$ cat config.mk
export PLATFORM = sky130hd
export DESIGN_NAME = can_frame_format_engine
export DESIGN_NICKNAME = d
export VERILOG_FILES = /design/src/can_fmt_pkg.sv /design/src/can_crc15.sv /design/src/can_flag_seq.sv /design/src/can_frame_format_engine.sv
export SDC_FILE = /design/constraint.sdc
export NUM_CORES = 1
export LEC_CHECK = 0
export BUFFER_PORTS_ARGS = -buffer_cell sky130_fd_sc_hd__buf_4
export CORE_MARGIN = 2
export CORE_UTILIZATION = 59
export CTS_CLUSTER_DIAMETER = 30
export DETAILED_ROUTE_END_ITERATION = 12
export PLACE_DENSITY = 0.8
export SETUP_SLACK_MARGIN = 0.15
export SLEW_MARGIN = 20
export SYNTH_ARGS = -nofsm -noshare
export SYNTH_HDL_FRONTEND = slang
export SYNTH_HIERARCHICAL = 1
export SYNTH_SLANG_ARGS = --single-unit
$ cat constraint.sdc
create_clock -name clk -period 7.3 [get_ports clk]
set_clock_uncertainty 0.1 [all_clocks]
set_input_delay 1.46 -clock clk [delete_from_list [all_inputs] [get_ports clk]]
set_output_delay 1.46 -clock clk [all_outputs]
set_load 0.005 [all_outputs]
$ cat src/can_fmt_pkg.sv
// =============================================================
// bus levels and field lengths
package can_fmt_pkg;

  localparam logic DOM = 1'b0;
  localparam logic REC = 1'b1;

  localparam logic [6:0] BASE_ID_BITS = 7'h0b;
  localparam logic [6:0] EXT_ID_BITS  = 7'h12;
  localparam logic [6:0] DLC_BITS     = 7'h04;
  localparam logic [6:0] CRC_BITS     = 7'h0f;
  localparam logic [6:0] EOF_BITS     = 7'h07;
  localparam logic [6:0] INTERM_BITS  = 7'h03;
  localparam logic [6:0] SUSPEND_BITS = 7'h08;

  localparam logic [3:0] FLAG_BITS      = 4'h6;
  localparam logic [3:0] DELIM_BITS     = 4'h8;
  localparam logic [3:0] MAX_FLAG_BITS  = 4'hc;
  localparam logic [3:0] MAX_DATA_BYTES = 4'h8;

  localparam logic [14:0] CRC_POLY = 15'h4599;
  localparam logic [14:0] CRC_INIT = 15'h0000;

  localparam logic [6:0] PROHIBITED_TOP7 = 7'h7f;

  localparam int ID_TOP   = 28;
  localparam int EXT_TOP  = 17;
  localparam int DLC_TOP  = 3;
  localparam int DATA_TOP = 63;
  localparam int CRC_TOP  = 14;

  // =============================================================
  // carriers
  typedef struct packed {
    logic [28:0] id;
    logic        ide;
    logic        rtr;
    logic [3:0]  dlc;
    logic [63:0] data;
  } frame_t;

  typedef struct packed {
    logic crc;
    logic form;
    logic ack;
    logic flagForm;
  } errev_t;

  typedef enum logic [1:0] {FLAG_ACTIVE, FLAG_PASSIVE, FLAG_OVERLOAD} flagkind_t;

endpackage : can_fmt_pkg

$ cat src/can_crc15.sv
`timescale 1ns/1ns
module can_crc15 (
  // clock and reset
  input  wire logic        clk,
  input  wire logic        rst_b,
  // bit stream
  input  wire logic        clr,
  input  wire logic        en,
  input  wire logic        bitIn,
  // remainder
  output logic [14:0]      crc,
  output logic [14:0]      crcNext
);

  logic [14:0] base;
  logic        fb;

  // =============================================================
  // serial divider, clear and first bit may share a cycle
  always_comb begin
    base    = clr ? can_fmt_pkg::CRC_INIT : crc;
    fb      = bitIn ^ base[14];
    crcNext = base;
    if (en) begin
      crcNext = {base[13:0], 1'b0} ^ (fb ? can_fmt_pkg::CRC_POLY : 15'h0000);
    end
  end

  always_ff @(posedge clk) begin
    if (!rst_b) begin
      crc <= can_fmt_pkg::CRC_INIT;
    end else begin
      crc <= crcNext;
    end
  end

endmodule : can_crc15

$ cat src/can_flag_seq.sv
`timescale 1ns/1ns
module can_flag_seq (
  // clock and reset
  input  wire logic                   clk,
  input  wire logic                   rst_b,
  // bit strobe
  input  wire logic                   bitTick,
  input  wire logic                   rxBit,
  // control
  input  wire logic                   start,
  input  wire can_fmt_pkg::flagkind_t kind,
  input  wire logic                   passive,
  // status
  output logic                        busy,
  output logic                        flagBit,
  output logic                        done,
  output logic                        ovlReq,
  output logic                        formErr
);

  typedef enum logic [1:0] {F_IDLE, F_FLAG, F_WAIT, F_DELIM} flagst_t;

  flagst_t    st_r;
  logic [3:0] cnt_r;
  logic [3:0] run_r;

  assign busy = (st_r != F_IDLE);

  // =============================================================
  // flag, superimposed flags, delimiter
  always_ff @(posedge clk) begin
    if (!rst_b) begin
      st_r    <= F_IDLE;
      cnt_r   <= 4'h0;
      run_r   <= 4'h0;
      flagBit <= can_fmt_pkg::REC;
      done    <= 1'b0;
      ovlReq  <= 1'b0;
      formErr <= 1'b0;
    end else begin
      done    <= 1'b0;
      ovlReq  <= 1'b0;
      formErr <= 1'b0;
      if (start) begin
        st_r    <= F_FLAG;
        cnt_r   <= 4'h0;
        run_r   <= 4'h0;
        flagBit <= (kind == can_fmt_pkg::FLAG_PASSIVE) ? can_fmt_pkg::REC
                                                       : can_fmt_pkg::DOM;
      end else if (bitTick) begin
        unique case (st_r)
          F_IDLE: begin
          end
          F_FLAG: begin
            run_r <= run_r + 4'h1;
            if (cnt_r == can_fmt_pkg::FLAG_BITS - 4'h1) begin
              st_r    <= F_WAIT;
              flagBit <= can_fmt_pkg::REC;
            end else begin
              cnt_r <= cnt_r + 4'h1;
            end
          end
          F_WAIT: begin
            // first recessive bit counts as delimiter bit one
            if (rxBit == can_fmt_pkg::REC) begin
              st_r  <= F_DELIM;
              cnt_r <= 4'h1;
            end else if (run_r == can_fmt_pkg::MAX_FLAG_BITS) begin
              formErr <= 1'b1;
              st_r    <= F_FLAG;
              cnt_r   <= 4'h0;
              run_r   <= 4'h0;
              flagBit <= passive ? can_fmt_pkg::REC : can_fmt_pkg::DOM;
            end else begin
              run_r <= run_r + 4'h1;
            end
          end
          F_DELIM: begin
            if (rxBit == can_fmt_pkg::DOM) begin
              st_r  <= F_FLAG;
              cnt_r <= 4'h0;
              run_r <= 4'h0;
              if (cnt_r == can_fmt_pkg::DELIM_BITS - 4'h1) begin
                // dominant last delimiter bit is an overload request
                ovlReq  <= 1'b1;
                flagBit <= can_fmt_pkg::DOM;
              end else begin
                formErr <= 1'b1;
                flagBit <= passive ? can_fmt_pkg::REC : can_fmt_pkg::DOM;
              end
            end else if (cnt_r == can_fmt_pkg::DELIM_BITS - 4'h1) begin
              st_r <= F_IDLE;
              done <= 1'b1;
            end else begin
              cnt_r <= cnt_r + 4'h1;
            end
          end
        endcase
      end
    end
  end

endmodule : can_flag_seq

$ cat src/can_frame_format_engine.sv
`timescale 1ns/1ns
module can_frame_format_engine (
  // clock and reset
  input  wire logic                clk,
  input  wire logic                rst_b,
  // destuffed bit stream at the sample point
  input  wire logic                bitTick,
  input  wire logic                rxBit,
  // transmit request
  input  wire logic                txReq,
  input  wire can_fmt_pkg::frame_t txFrame,
  output logic                     txAccept,
  output logic                     txRefused,
  output logic                     txDone,
  output logic                     txBusy,
  // node state and outside error logic
  input  wire logic                errPassive,
  input  wire logic                busOff,
  input  wire logic                sleepMode,
  input  wire logic                errDetect,
  input  wire logic                arbLost,
  // bus output
  output logic                     txBit,
  // receive result
  output can_fmt_pkg::frame_t      rxFrame,
  output logic                     rxValid,
  output can_fmt_pkg::errev_t      errEvent
);

  typedef enum logic [4:0] {
    ST_IDLE, ST_SOF, ST_BASEID, ST_SRR_RTR, ST_IDE, ST_EXTID, ST_RTR_EXT,
    ST_RES1, ST_RES0, ST_DLC, ST_DATA, ST_CRC, ST_CRCDEL, ST_ACKSLOT,
    ST_ACKDEL, ST_EOF, ST_INTERM, ST_SUSPEND, ST_FLAGS
  } fmtstate_t;

  fmtstate_t              state_r;
  fmtstate_t              state_nxt;
  logic [6:0]             cnt_r;
  logic [6:0]             cnt_nxt;
  logic                   txActive_r;
  logic                   txActive_nxt;
  can_fmt_pkg::frame_t    txFrm_r;
  can_fmt_pkg::frame_t    rxFrm_r;
  logic [14:0]            rxCrc_r;
  logic                   crcErr_r;
  logic                   suspendPend_r;
  logic                   txBit_r;
  can_fmt_pkg::errev_t    ev_r;
  can_fmt_pkg::errev_t    ev_nxt;
  logic                   startTx;
  logic                   sofRx;
  logic                   ovlNow;
  logic                   errAny;
  logic                   crcMis;
  logic                   prohibited;
  logic                   txGo;
  logic                   atLast;
  logic                   ackOk;
  logic                   crcEn;
  logic [14:0]            crcVal;
  logic [14:0]            crcNext;
  logic                   flagBusy;
  logic                   flagBit;
  logic                   flagDone;
  logic                   flagForm;
  logic                   flagStart;
  can_fmt_pkg::flagkind_t flagKind;

  // =============================================================
  // helpers
  function automatic logic [3:0] dlcBytes(input logic [3:0] dlc);
    return dlc[3] ? can_fmt_pkg::MAX_DATA_BYTES : {1'b0, dlc[2:0]};
  endfunction : dlcBytes

  function automatic logic [6:0] lastIndex(input fmtstate_t s, input logic [3:0] bytes);
    logic [6:0] l;
    l = 7'h00;
    case (s)
      ST_BASEID:  l = can_fmt_pkg::BASE_ID_BITS - 7'h01;
      ST_EXTID:   l = can_fmt_pkg::EXT_ID_BITS - 7'h01;
      ST_DLC:     l = can_fmt_pkg::DLC_BITS - 7'h01;
      ST_DATA:    l = {bytes - 4'h1, 3'h7};
      ST_CRC:     l = can_fmt_pkg::CRC_BITS - 7'h01;
      ST_EOF:     l = can_fmt_pkg::EOF_BITS - 7'h01;
      ST_INTERM:  l = can_fmt_pkg::INTERM_BITS - 7'h01;
      ST_SUSPEND: l = can_fmt_pkg::SUSPEND_BITS - 7'h01;
      default:    l = 7'h00;
    endcase
    return l;
  endfunction : lastIndex

  // level that the transmitter puts on the bus for one field bit
  function automatic logic txValue(input fmtstate_t s, input logic [6:0] c,
                                   input can_fmt_pkg::frame_t f, input logic [14:0] crc);
    logic b;
    b = can_fmt_pkg::REC;
    unique case (s)
      ST_SOF:     b = can_fmt_pkg::DOM;
      ST_BASEID:  b = f.id[can_fmt_pkg::ID_TOP - int'(c)];
      ST_SRR_RTR: b = f.ide ? can_fmt_pkg::REC : f.rtr;
      ST_IDE:     b = f.ide;
      ST_EXTID:   b = f.id[can_fmt_pkg::EXT_TOP - int'(c)];
      ST_RTR_EXT: b = f.rtr;
      ST_RES1:    b = can_fmt_pkg::DOM;
      ST_RES0:    b = can_fmt_pkg::DOM;
      ST_DLC:     b = f.dlc[can_fmt_pkg::DLC_TOP - int'(c)];
      ST_DATA:    b = f.data[can_fmt_pkg::DATA_TOP - int'(c)];
      ST_CRC:     b = crc[can_fmt_pkg::CRC_TOP - int'(c)];
      default:    b = can_fmt_pkg::REC;
    endcase
    return b;
  endfunction : txValue

  assign prohibited = (txFrame.id[28:22] == can_fmt_pkg::PROHIBITED_TOP7);
  assign txGo       = txReq && !prohibited && !busOff && !sleepMode;
  assign txRefused  = txReq && prohibited;
  assign txAccept   = startTx;
  assign txBusy     = txActive_r;
  assign atLast     = (cnt_r == lastIndex(state_r, dlcBytes(rxFrm_r.dlc)));
  assign ackOk      = !txActive_r && !crcErr_r && !busOff && !sleepMode;

  // =============================================================
  // field sequencer
  always_comb begin
    state_nxt = state_r;
    cnt_nxt   = cnt_r;
    startTx   = 1'b0;
    sofRx     = 1'b0;
    ovlNow    = 1'b0;
    ev_nxt    = '0;
    crcMis    = 1'b0;
    if (bitTick) begin
      cnt_nxt = cnt_r + 7'h01;
      unique case (state_r)
        ST_IDLE: begin
          if (txGo) begin
            state_nxt = ST_SOF;
            startTx   = 1'b1;
          end else if (rxBit == can_fmt_pkg::DOM) begin
            state_nxt = ST_BASEID;
            sofRx     = 1'b1;
          end
        end
        ST_SOF:     state_nxt = ST_BASEID;
        ST_BASEID:  if (atLast) state_nxt = ST_SRR_RTR;
        ST_SRR_RTR: state_nxt = ST_IDE;
        ST_IDE:     state_nxt = (rxBit == can_fmt_pkg::REC) ? ST_EXTID : ST_RES0;
        ST_EXTID:   if (atLast) state_nxt = ST_RTR_EXT;
        ST_RTR_EXT: state_nxt = ST_RES1;
        ST_RES1:    state_nxt = ST_RES0;
        ST_RES0:    state_nxt = ST_DLC;
        ST_DLC: begin
          if (atLast) begin
            // remote frames and zero length skip the data field
            if (rxFrm_r.rtr || dlcBytes({rxFrm_r.dlc[3:1], rxBit}) == 4'h0) begin
              state_nxt = ST_CRC;
            end else begin
              state_nxt = ST_DATA;
            end
          end
        end
        ST_DATA: if (atLast) state_nxt = ST_CRC;
        ST_CRC: begin
          if (atLast) begin
            state_nxt = ST_CRCDEL;
            crcMis    = ({rxCrc_r[13:0], rxBit} != crcVal);
          end
        end
        ST_CRCDEL: begin
          if (rxBit == can_fmt_pkg::DOM) ev_nxt.form = 1'b1;
          else state_nxt = ST_ACKSLOT;
        end
        ST_ACKSLOT: begin
          if (txActive_r && rxBit == can_fmt_pkg::REC) ev_nxt.ack = 1'b1;
          else state_nxt = ST_ACKDEL;
        end
        ST_ACKDEL: begin
          // crc error is flagged only after the ack delimiter
          if (rxBit == can_fmt_pkg::DOM) ev_nxt.form = 1'b1;
          else if (crcErr_r) ev_nxt.crc = 1'b1;
          else state_nxt = ST_EOF;
        end
        ST_EOF: begin
          if (rxBit == can_fmt_pkg::DOM) begin
            if (atLast && !txActive_r) ovlNow = 1'b1;
            else ev_nxt.form = 1'b1;
          end else if (atLast) begin
            state_nxt = ST_INTERM;
          end
        end
        ST_INTERM: begin
          if (rxBit == can_fmt_pkg::DOM) begin
            if (!atLast) begin
              ovlNow = 1'b1;
            end else begin
              state_nxt = ST_BASEID;
              sofRx     = 1'b1;
            end
          end else if (atLast) begin
            if (suspendPend_r) begin
              state_nxt = ST_SUSPEND;
            end else if (txGo) begin
              state_nxt = ST_SOF;
              startTx   = 1'b1;
            end else begin
              state_nxt = ST_IDLE;
            end
          end
        end
        ST_SUSPEND: begin
          if (rxBit == can_fmt_pkg::DOM) begin
            state_nxt = ST_BASEID;
            sofRx     = 1'b1;
          end else if (atLast) begin
            if (txGo) begin
              state_nxt = ST_SOF;
              startTx   = 1'b1;
            end else begin
              state_nxt = ST_IDLE;
            end
          end
        end
        ST_FLAGS: begin
        end
        default: state_nxt = ST_IDLE;
      endcase
      if (state_nxt != state_r) cnt_nxt = 7'h00;
    end
    errAny = ev_nxt.form || ev_nxt.ack || ev_nxt.crc ||
             (bitTick && errDetect && state_r != ST_IDLE && state_r != ST_FLAGS);
    if (errAny || ovlNow) begin
      // no interframe space before error or overload frames
      state_nxt = ST_FLAGS;
      cnt_nxt   = 7'h00;
      startTx   = 1'b0;
      sofRx     = 1'b0;
    end
    if (state_r == ST_FLAGS && flagDone) begin
      state_nxt = ST_INTERM;
      cnt_nxt   = 7'h00;
    end
    ev_nxt.flagForm = flagForm;
  end

  always_comb begin
    txActive_nxt = txActive_r;
    if (startTx) begin
      txActive_nxt = 1'b1;
    end else if (bitTick && (arbLost || state_nxt == ST_FLAGS ||
                             (state_r == ST_EOF && state_nxt == ST_INTERM))) begin
      txActive_nxt = 1'b0;
    end
  end

  assign flagStart = errAny || ovlNow;
  assign flagKind  = errAny ? (errPassive ? can_fmt_pkg::FLAG_PASSIVE
                                          : can_fmt_pkg::FLAG_ACTIVE)
                            : can_fmt_pkg::FLAG_OVERLOAD;
  assign crcEn     = bitTick && (sofRx || state_r inside {ST_SOF, ST_BASEID, ST_SRR_RTR,
                     ST_IDE, ST_EXTID, ST_RTR_EXT, ST_RES1, ST_RES0, ST_DLC, ST_DATA});

  // =============================================================
  // state, role and frame latches
  always_ff @(posedge clk) begin
    if (!rst_b) begin
      state_r    <= ST_IDLE;
      cnt_r      <= 7'h00;
      txActive_r <= 1'b0;
    end else begin
      state_r    <= state_nxt;
      cnt_r      <= cnt_nxt;
      txActive_r <= txActive_nxt;
    end
  end

  always_ff @(posedge clk) begin
    if (!rst_b) begin
      txFrm_r <= '0;
    end else if (startTx) begin
      txFrm_r <= txFrame;
    end
  end

  // =============================================================
  // receive capture, both roles read the bus back
  always_ff @(posedge clk) begin
    if (!rst_b) begin
      rxFrm_r <= '0;
      rxCrc_r <= 15'h0000;
    end else if (startTx || sofRx) begin
      rxFrm_r <= '0;
      rxCrc_r <= 15'h0000;
    end else if (bitTick) begin
      unique case (state_r)
        ST_BASEID:  rxFrm_r.id[can_fmt_pkg::ID_TOP - int'(cnt_r)]  <= rxBit;
        ST_EXTID:   rxFrm_r.id[can_fmt_pkg::EXT_TOP - int'(cnt_r)] <= rxBit;
        ST_SRR_RTR: rxFrm_r.rtr <= rxBit;
        ST_RTR_EXT: rxFrm_r.rtr <= rxBit;
        ST_IDE:     rxFrm_r.ide <= rxBit;
        ST_DLC:     rxFrm_r.dlc[can_fmt_pkg::DLC_TOP - int'(cnt_r)] <= rxBit;
        ST_DATA:    rxFrm_r.data[can_fmt_pkg::DATA_TOP - int'(cnt_r)] <= rxBit;
        ST_CRC:     rxCrc_r <= {rxCrc_r[13:0], rxBit};
        default: begin
        end
      endcase
    end
  end

  always_ff @(posedge clk) begin
    if (!rst_b) begin
      crcErr_r <= 1'b0;
    end else if (startTx || sofRx) begin
      crcErr_r <= 1'b0;
    end else if (crcMis && !txActive_r) begin
      crcErr_r <= 1'b1;
    end
  end

  // frame counts as received at the sixth end-of-frame bit
  always_ff @(posedge clk) begin
    if (!rst_b) begin
      rxFrame <= '0;
      rxValid <= 1'b0;
      txDone  <= 1'b0;
    end else begin
      rxValid <= 1'b0;
      txDone  <= 1'b0;
      if (bitTick && state_r == ST_EOF && rxBit == can_fmt_pkg::REC) begin
        if (!txActive_r && cnt_r == can_fmt_pkg::EOF_BITS - 7'h02) begin
          rxFrame <= rxFrm_r;
          rxValid <= 1'b1;
        end
        if (txActive_r && atLast) txDone <= 1'b1;
      end
    end
  end

  // set wins over the clear
  always_ff @(posedge clk) begin
    if (!rst_b) begin
      suspendPend_r <= 1'b0;
    end else if (txActive_r && !txActive_nxt && !arbLost && errPassive) begin
      suspendPend_r <= 1'b1;
    end else if (state_nxt == ST_SUSPEND) begin
      suspendPend_r <= 1'b0;
    end
  end

  always_ff @(posedge clk) begin
    if (!rst_b) begin
      ev_r <= '0;
    end else begin
      ev_r <= ev_nxt;
    end
  end

  assign errEvent = ev_r;

  // =============================================================
  // next bus level, ready one sample point ahead
  always_ff @(posedge clk) begin
    if (!rst_b) begin
      txBit_r <= can_fmt_pkg::REC;
    end else if (bitTick) begin
      if (state_nxt == ST_FLAGS) begin
        txBit_r <= can_fmt_pkg::REC;
      end else if (txActive_nxt && state_nxt inside {ST_SOF, ST_BASEID, ST_SRR_RTR, ST_IDE,
                   ST_EXTID, ST_RTR_EXT, ST_RES1, ST_RES0, ST_DLC, ST_DATA, ST_CRC}) begin
        txBit_r <= txValue(state_nxt, cnt_nxt, txFrm_r, crcNext);
      end else if (state_nxt == ST_ACKSLOT && ackOk) begin
        txBit_r <= can_fmt_pkg::DOM;
      end else begin
        txBit_r <= can_fmt_pkg::REC;
      end
    end
  end

  // a node that is off the bus or asleep never drives dominant
  assign txBit = (busOff || sleepMode) ? can_fmt_pkg::REC
                                       : (flagBusy ? flagBit : txBit_r);

  // =============================================================
  // submodules
  can_crc15 u_crc (
    .clk     (clk),
    .rst_b   (rst_b),
    .clr     (startTx || sofRx),
    .en      (crcEn),
    .bitIn   (rxBit),
    .crc     (crcVal),
    .crcNext (crcNext)
  );

  can_flag_seq u_flag (
    .clk     (clk),
    .rst_b   (rst_b),
    .bitTick (bitTick),
    .rxBit   (rxBit),
    .start   (flagStart),
    .kind    (flagKind),
    .passive (errPassive),
    .busy    (flagBusy),
    .flagBit (flagBit),
    .done    (flagDone),
    .ovlReq  (),
    .formErr (flagForm)
  );

endmodule : can_frame_format_engine

==> results of run 1 <==
[sequential cells by signal (all words and copies together), names as in the netlist, 2 cells and up]
register,cells
errEvent,4
rxFrm_r,99
u_flag/cnt_r,4
u_flag/run_r,4
rxFrame,99
u_flag/st_r,2
txFrm_r,99
cnt_r,7
u_crc/crc,15
rxCrc_r,14
state_r,5
[critical path, stage by stage (launching register included)]
cell and delay [ns]:
dfxtp_1 0.66, nand2b_1 0.31, or3_1 0.50, and4_1 0.27, nor4_4 0.41, nand3_1 0.20, mux2i_1 0.20, or4b_1 0.62
nand2_4 0.15, and3_1 0.23, inv_4 0.13, ha_1 0.31, o41ai_1 0.68, nor2_1 0.24, mux2_2 0.33, a2111oi_2 0.41
a2111oi_0 0.15, nor3b_1 0.22, a31oi_1 0.10
[cell usage in the layout (no fill, tap or decap), types with 7 or more instances in the layout]
cell type,count
a31oi_1,21
or2_2,12
nor3b_1,9
xor2_1,25
o31ai_1,10
o21ai_0,54
ha_1,26
nand4b_1,7
nor4_1,25
o22ai_1,34
and3_1,16
a221oi_1,10
a2111oi_0,7
clkinv_4,9
mux2i_1,29
and2_1,19
a311oi_1,7
clkbuf_16,71
xnor2_1,20
dfxtp_1,361
nand2_1,738
nor2b_1,16
clkinv_2,9
nand2b_1,16
nand4_1,18
nand3_1,139
inv_1,30
nor3_1,51
bufinv_16,10
buf_4,258
nor2_1,80
a211oi_1,12
o211ai_1,16
clkinvlp_4,10
a21oi_1,357
[power by group through the flow]
| stage | Clock (mW) | Sequential [mW] | Combinational [mW] |
|---|---|---|---|
| after floorplan | 0 | 2.11 | 1.37 |
| after global placement | 0 | 2.14 | 1.88 |
| after detailed placement | 0 | 2.14 | 1.90 |
| after CTS | 3.39 | 2.10 | 1.91 |
| after global routing | 3.48 | 2.11 | 2.11 |
| final | 3.37 | 2.10 | 1.97 |
[per-layer routing]
metal	share of wire, %	vias to the layer above	global-route usage (%)
met5	0	-	0
li1	-	9051	-
met4	4.6	0	17.7
met3	7.7	211	5.84
met1	40	9154	45.6
met2	47	989	58.8
[area by class of cell]
| class | count | share of cell area [%] |
|---|---|---|
| Timing Repair Buffer | 259 | 8.66 |
| Clock inverter | 47 | 2.79 |
| Inverter | 43 | 0.748 |
| Sequential cell | 361 | 32.0 |
| Multi-Input combinational cell | 1922 | 45.3 |
| Clock buffer | 81 | 8.30 |
| Tap cell | 396 | 2.19 |
[worst max path at each step]
stage,start,endpoint,slack (ns)
floorplan,rxBit,txBit_r,1.19
global placement,rxBit,txBit_r,0.64
detailed placement,rxBit,txBit_r,0.60
CTS,state_r[3],txBit_r,1.14
global route,state_r[3],txBit_r,0.57
finish,state_r[3],txBit_r,0.91
[through the flow]
stage	total power, mW	worst slack [ns]	hold WS, ns
CTS	7.40	1.14	0.350
finish	7.44	0.912	0.346
floorplan	3.48	1.19	0.312
global route	7.70	0.574	0.367
detailed placement	4.04	0.603	0.344
global placement	4.02	0.640	0.335
==> impl_metrics.py, run 1 <==
metrics = {
    "run_status": {
        "status": "complete, no violations",
    },
    "sta": {
        "rsz0062_at_grt": "false",
        "post-route-min-period_ns": 6.39,
        "fmax_ghz": 0.157,
        "finalSetupViolCount": 0,
        "finalSetupTns_ns": 0,
        "relSlewSlack_pct": 19.4,
        "drv_slew": 0,
        "tightest_slew_ns": 1.21,
        "timing_hold_violations_final": 0,
        "fin_crit_sh_pct": 87.5,
    },
    "finish": {
        "nNetsFinal": 2792,
        "multi_input_area_mm2": 0.0102,
        "fill_cells": 2295,
        "fin_area_mm2": 0.0226,
        "drive_above_1_share_pct": 16.1,
        "areaGrowthSynthToFinish_pct": 23.0,
        "ff_latch_area_mm2": 0.00723,
        "utilization_pct": 73.8,
        "layout.cells.non_filler": 3109,
        "num_antenna_cells": 0,
    },
    "clock_network": {
        "clk_path_buf_depth": 3,
        "cts_max_level": 3,
        "clock-root-buffer": "clkbuf_16",
        "post_cts_resized": 0,
        "cts.clk_slew.worst_paths_ns": 0.04,
        "cts_buffers": 70,
        "cts_sinks": 361,
        "ctsHoldBuffers": 0,
        "cts_tree": "yes",
        "clk_latency_ns": 0.57,
        "cts_setup_buffers": 0,
    },
    "floorplan": {
        "die_y_um": 180,
        "core-area_mm2": 0.0306,
        "fp.dieW_um": 180,
        "start_util_pct": 60.0,
        "pin_count": 218,
        "die_area_mm2": 0.0326,
        "row_count": 64,
    },
    "route": {
        "vias": 19400,
        "routed_wl_um": 60200,
        "drt-wirelength-per-cell_um": 19.4,
        "via_per_inst": 6.24,
        "drt_iter0_drc": 1963,
        "drt_first_pass_iters": 6,
        "ant_nets": 0,
        "drc": 0,
    },
    "job": {
        "drv_cap": 0,
    },
    "critical_path": {
        "r2r_end": "txBit_r",
        "rr_startpoint": "state_r[3]",
        "crit_fanout": 17,
        "crit_type": "flip-flop to flip-flop",
        "start_kind": "flip-flop",
        "end_kind": "flip-flop",
        "critPathRequiredTime_ns": 7.64,
        "r2r_slack_ns": 0.91,
        "rr_worst_depth": 18,
        "cp.arrival_ns": 6.73,
    },
    "global_routing": {
        "grt_start_max_net_pins": 109,
        "grt_pass1_vias": 18500,
        "grt-ovfl-total": 0,
        "gr-usage-all-layers_pct": 35.7,
        "grt_pass1_wl_um": 96600,
        "grt_antenna_before_repair": 0,
    },
    "pwr": {
        "switching_share_pct": 34.0,
        "p_per_area_mw_per_mm2": 329,
        "leakagePower_nw": 8.10,
        "max-vdd-ir-drop_mv": 0.245,
        "comb_power_share_pct": 26.5,
        "p_switching_mw": 2.53,
        "seqPwrFrac_pct": 28.3,
        "p_clk_share_pct": 45.3,
        "p_int_mw": 4.91,
    },
    "logic_synthesis": {
        "yosysWarnings": 6,
        "synth_area_per_cell_um2": 7.28,
        "syn_inst": 2522,
        "syn_area_mm2": 0.0184,
        "syn-num-nets": 2657,
    },
    "min_path": {
        "holdCritStartpoint": "u_flag/formErr",
        "hp-class": "flip-flop to flip-flop",
        "holdPathStages": 1,
        "min_to": "errEvent[0]",
    },
    "placed_design": {
        "dpl_cell_area_mm2": 0.0201,
        "io_buffers": 217,
        "gp_congestion": 0.946,
        "dp_hpwl_um": 39000,
        "dp.cells": 2981,
    },
}
No activity file was read; power rests on OpenSTA's default activity.
==> inputs of run 2 (changes only) <==
--- a/config.mk
+++ b/config.mk
@@ -10,7 +10,7 @@
 export CORE_UTILIZATION = 59
 export CTS_CLUSTER_DIAMETER = 30
 export DETAILED_ROUTE_END_ITERATION = 12
-export PLACE_DENSITY = 0.8
+export PLACE_DENSITY = 0.81
 export SETUP_SLACK_MARGIN = 0.15
 export SLEW_MARGIN = 20
 export SYNTH_ARGS = -nofsm -noshare
==> run 2 against run 1 <==
Effect of this change: total power fell by 0.81%; utilization rose by 0.094 points; non-clock buffer count rose by 3; global-route usage fell by 0.61 points; sequential cell count did not move; clock power fell by 1%; critical path depth rose by 4; first-iteration DRC count rose by 8.8%; register-to-register slack got worse by 0.14 ns; critical endpoint unchanged; largest cell class unchanged; largest power group unchanged.
==> impl_metrics.py, run 2 (synthesis results as in run 1) <==
metrics = {
    "run_status": {
        "status": "complete, no violations",
    },
    "clock_network": {
        "ctsHoldBuffers": 0,
        "clk_latency_ns": 0.58,
        "clk_path_buf_depth": 3,
        "cts.clk_slew.worst_paths_ns": 0.04,
        "clock-root-buffer": "clkbuf_16",
        "cts_max_level": 3,
        "cts_tree": "yes",
        "cts_buffers": 72,
        "cts_sinks": 361,
        "cts_setup_buffers": 0,
        "post_cts_resized": 0,
    },
    "critical_path": {
        "rr_startpoint": "state_r[3]",
        "rr_worst_depth": 22,
        "critical_path.startpoint": "state_r[3]",
        "critPathCapture": "txBit_r",
        "r2r_slack_ns": 0.77,
        "r2r_end": "txBit_r",
        "end_kind": "flip-flop",
        "crit_fanout": 21,
        "critPathRequiredTime_ns": 7.69,
        "cp.arrival_ns": 6.92,
        "start_kind": "flip-flop",
        "crit_type": "flip-flop to flip-flop",
    },
    "route": {
        "drt_first_pass_iters": 8,
        "ant_nets": 0,
        "vias": 19400,
        "drt_iter0_drc": 2135,
        "routed_wl_um": 59700,
        "via_per_inst": 6.23,
        "drt-wirelength-per-cell_um": 19.2,
        "drc": 0,
    },
    "finish": {
        "layout_common_cells": "738 x nand2_1, 361 x dfxtp_1, 357 x a21oi_1, 260 x buf_4, 139 x nand3_1",
        "fin_area_mm2": 0.0226,
        "nNetsFinal": 2797,
        "layout.cells.non_filler": 3116,
        "drive_above_1_share_pct": 16.2,
        "final_common_cell": "nand2_1",
        "utilization_pct": 73.9,
        "areaGrowthSynthToFinish_pct": 23.2,
        "num_antenna_cells": 0,
        "biggestRegsByFlops": "rxFrame: 99 flops, rxFrm_r: 99 flops, txFrm_r: 99 flops",
    },
    "floorplan": {
        "core-area_mm2": 0.0306,
        "start_util_pct": 60.0,
        "die_y_um": 180,
        "pin_count": 218,
        "die_area_mm2": 0.0326,
        "row_count": 64,
        "fp.dieW_um": 180,
    },
    "sta": {
        "tightest_slew_ns": 1.10,
        "fin_crit_sh_pct": 89.5,
        "post-route-min-period_ns": 6.53,
        "fmax_ghz": 0.153,
        "finalSetupTns_ns": 0,
        "relSlewSlack_pct": 26.5,
        "drv_slew": 0,
        "rsz0062_at_grt": "false",
        "timing_hold_violations_final": 0,
        "finalSetupViolCount": 0,
    },
    "pwr": {
        "leakagePower_nw": 8.13,
        "power.total_mw": 7.38,
        "p_per_area_mw_per_mm2": 326,
        "max-vdd-ir-drop_mv": 0.227,
    },
    "global_routing": {
        "grt_pass1_wl_um": 95000,
        "grt-ovfl-total": 0,
        "grt_start_max_net_pins": 110,
        "grt_antenna_before_repair": 0,
        "grt_pass1_vias": 18200,
        "gr-usage-all-layers_pct": 35.1,
    },
    "min_path": {
        "hp-class": "flip-flop to flip-flop",
    },
    "placed_design": {
        "io_buffers": 217,
        "dp.cells": 2983,
        "dpl_cell_area_mm2": 0.0201,
        "dp_hpwl_um": 38900,
        "gp_congestion": 1.01,
    },
    "job": {
        "drv_cap": 0,
    },
}
[run 2: worst min-delay path by stage]
| stage | end | slack (ns) | depth (start not counted) | from |
|---|---|---|---|---|
| 2_1_floorplan | errEvent[0] | 0.31 | 1 | u_flag/formErr |
| 3_3_place_gp | errEvent[0] | 0.31 | 1 | u_flag/formErr |
| 3_5_place_dp | errEvent[0] | 0.33 | 1 | u_flag/formErr |
| 4_1_cts | errEvent[0] | 0.34 | 1 | u_flag/formErr |
| 5_1_grt | errEvent[0] | 0.34 | 1 | u_flag/formErr |
| 6_report | errEvent[0] | 0.33 | 1 | u_flag/formErr |
[run 2: power breakdown]
part           total (mW)  internal, mW  switching [mW]
Sequential           2.11          2.03          0.0758
Combinational        1.96         0.660            1.30
Clock                3.32          2.17            1.15
[run 2: routing by layer]
layer  global-route usage (%)  wire length [µm]  vias to the layer above
met1                     44.8             24300                     9147
met3                     6.37              5120                      182
li1                         -                 -                     9057
met5                        0                 0                        -
met4                     16.6              2540                        0
met2                     57.7             27800                     1032
[run 2: layout make-up]
| cell class | count | area (µm²) |
|---|---|---|
| fillers | 2312 | 7970 |
| flip-flops and latches | 361 | 7230 |
| well taps | 396 | 495 |
| clock buffers | 95 | 2070 |
| clock inverters | 37 | 422 |
| repair buffers | 262 | 2000 |
| inverters | 43 | 169 |
| multi-input cells | 1922 | 10200 |
[run 2: critical path, stage by stage (launching register included)]
cell      delay, ns
dfxtp_1        0.73
nand2b_1       0.32
or3_1          0.50
and4_1         0.27
nor4_4         0.38
and3_1         0.29
o21ba_2        0.32
inv_2          0.24
a311o_1        0.38
nor4_1         0.37
o21a_1         0.47
buf_4          0.25
nand3b_1       0.09
a21oi_1        0.20
or2_2          0.16
nor2_1         0.04
o21ai_1        0.12
o41ai_1        0.10
o31a_1         0.32
o32a_1         0.34
o22ai_1        0.21
nor3b_1        0.07
a31oi_1        0.19
[run 2: stage by stage]
| stage | worst slack (ns) | hold WS [ns] |
|---|---|---|
| 2_1_floorplan | 1.19 | 0.312 |
| 3_3_place_gp | 0.737 | 0.313 |
| 3_5_place_dp | 0.613 | 0.331 |
| 4_1_cts | 0.937 | 0.339 |
| 5_1_grt | 0.337 | 0.343 |
| 6_report | 0.769 | 0.334 |
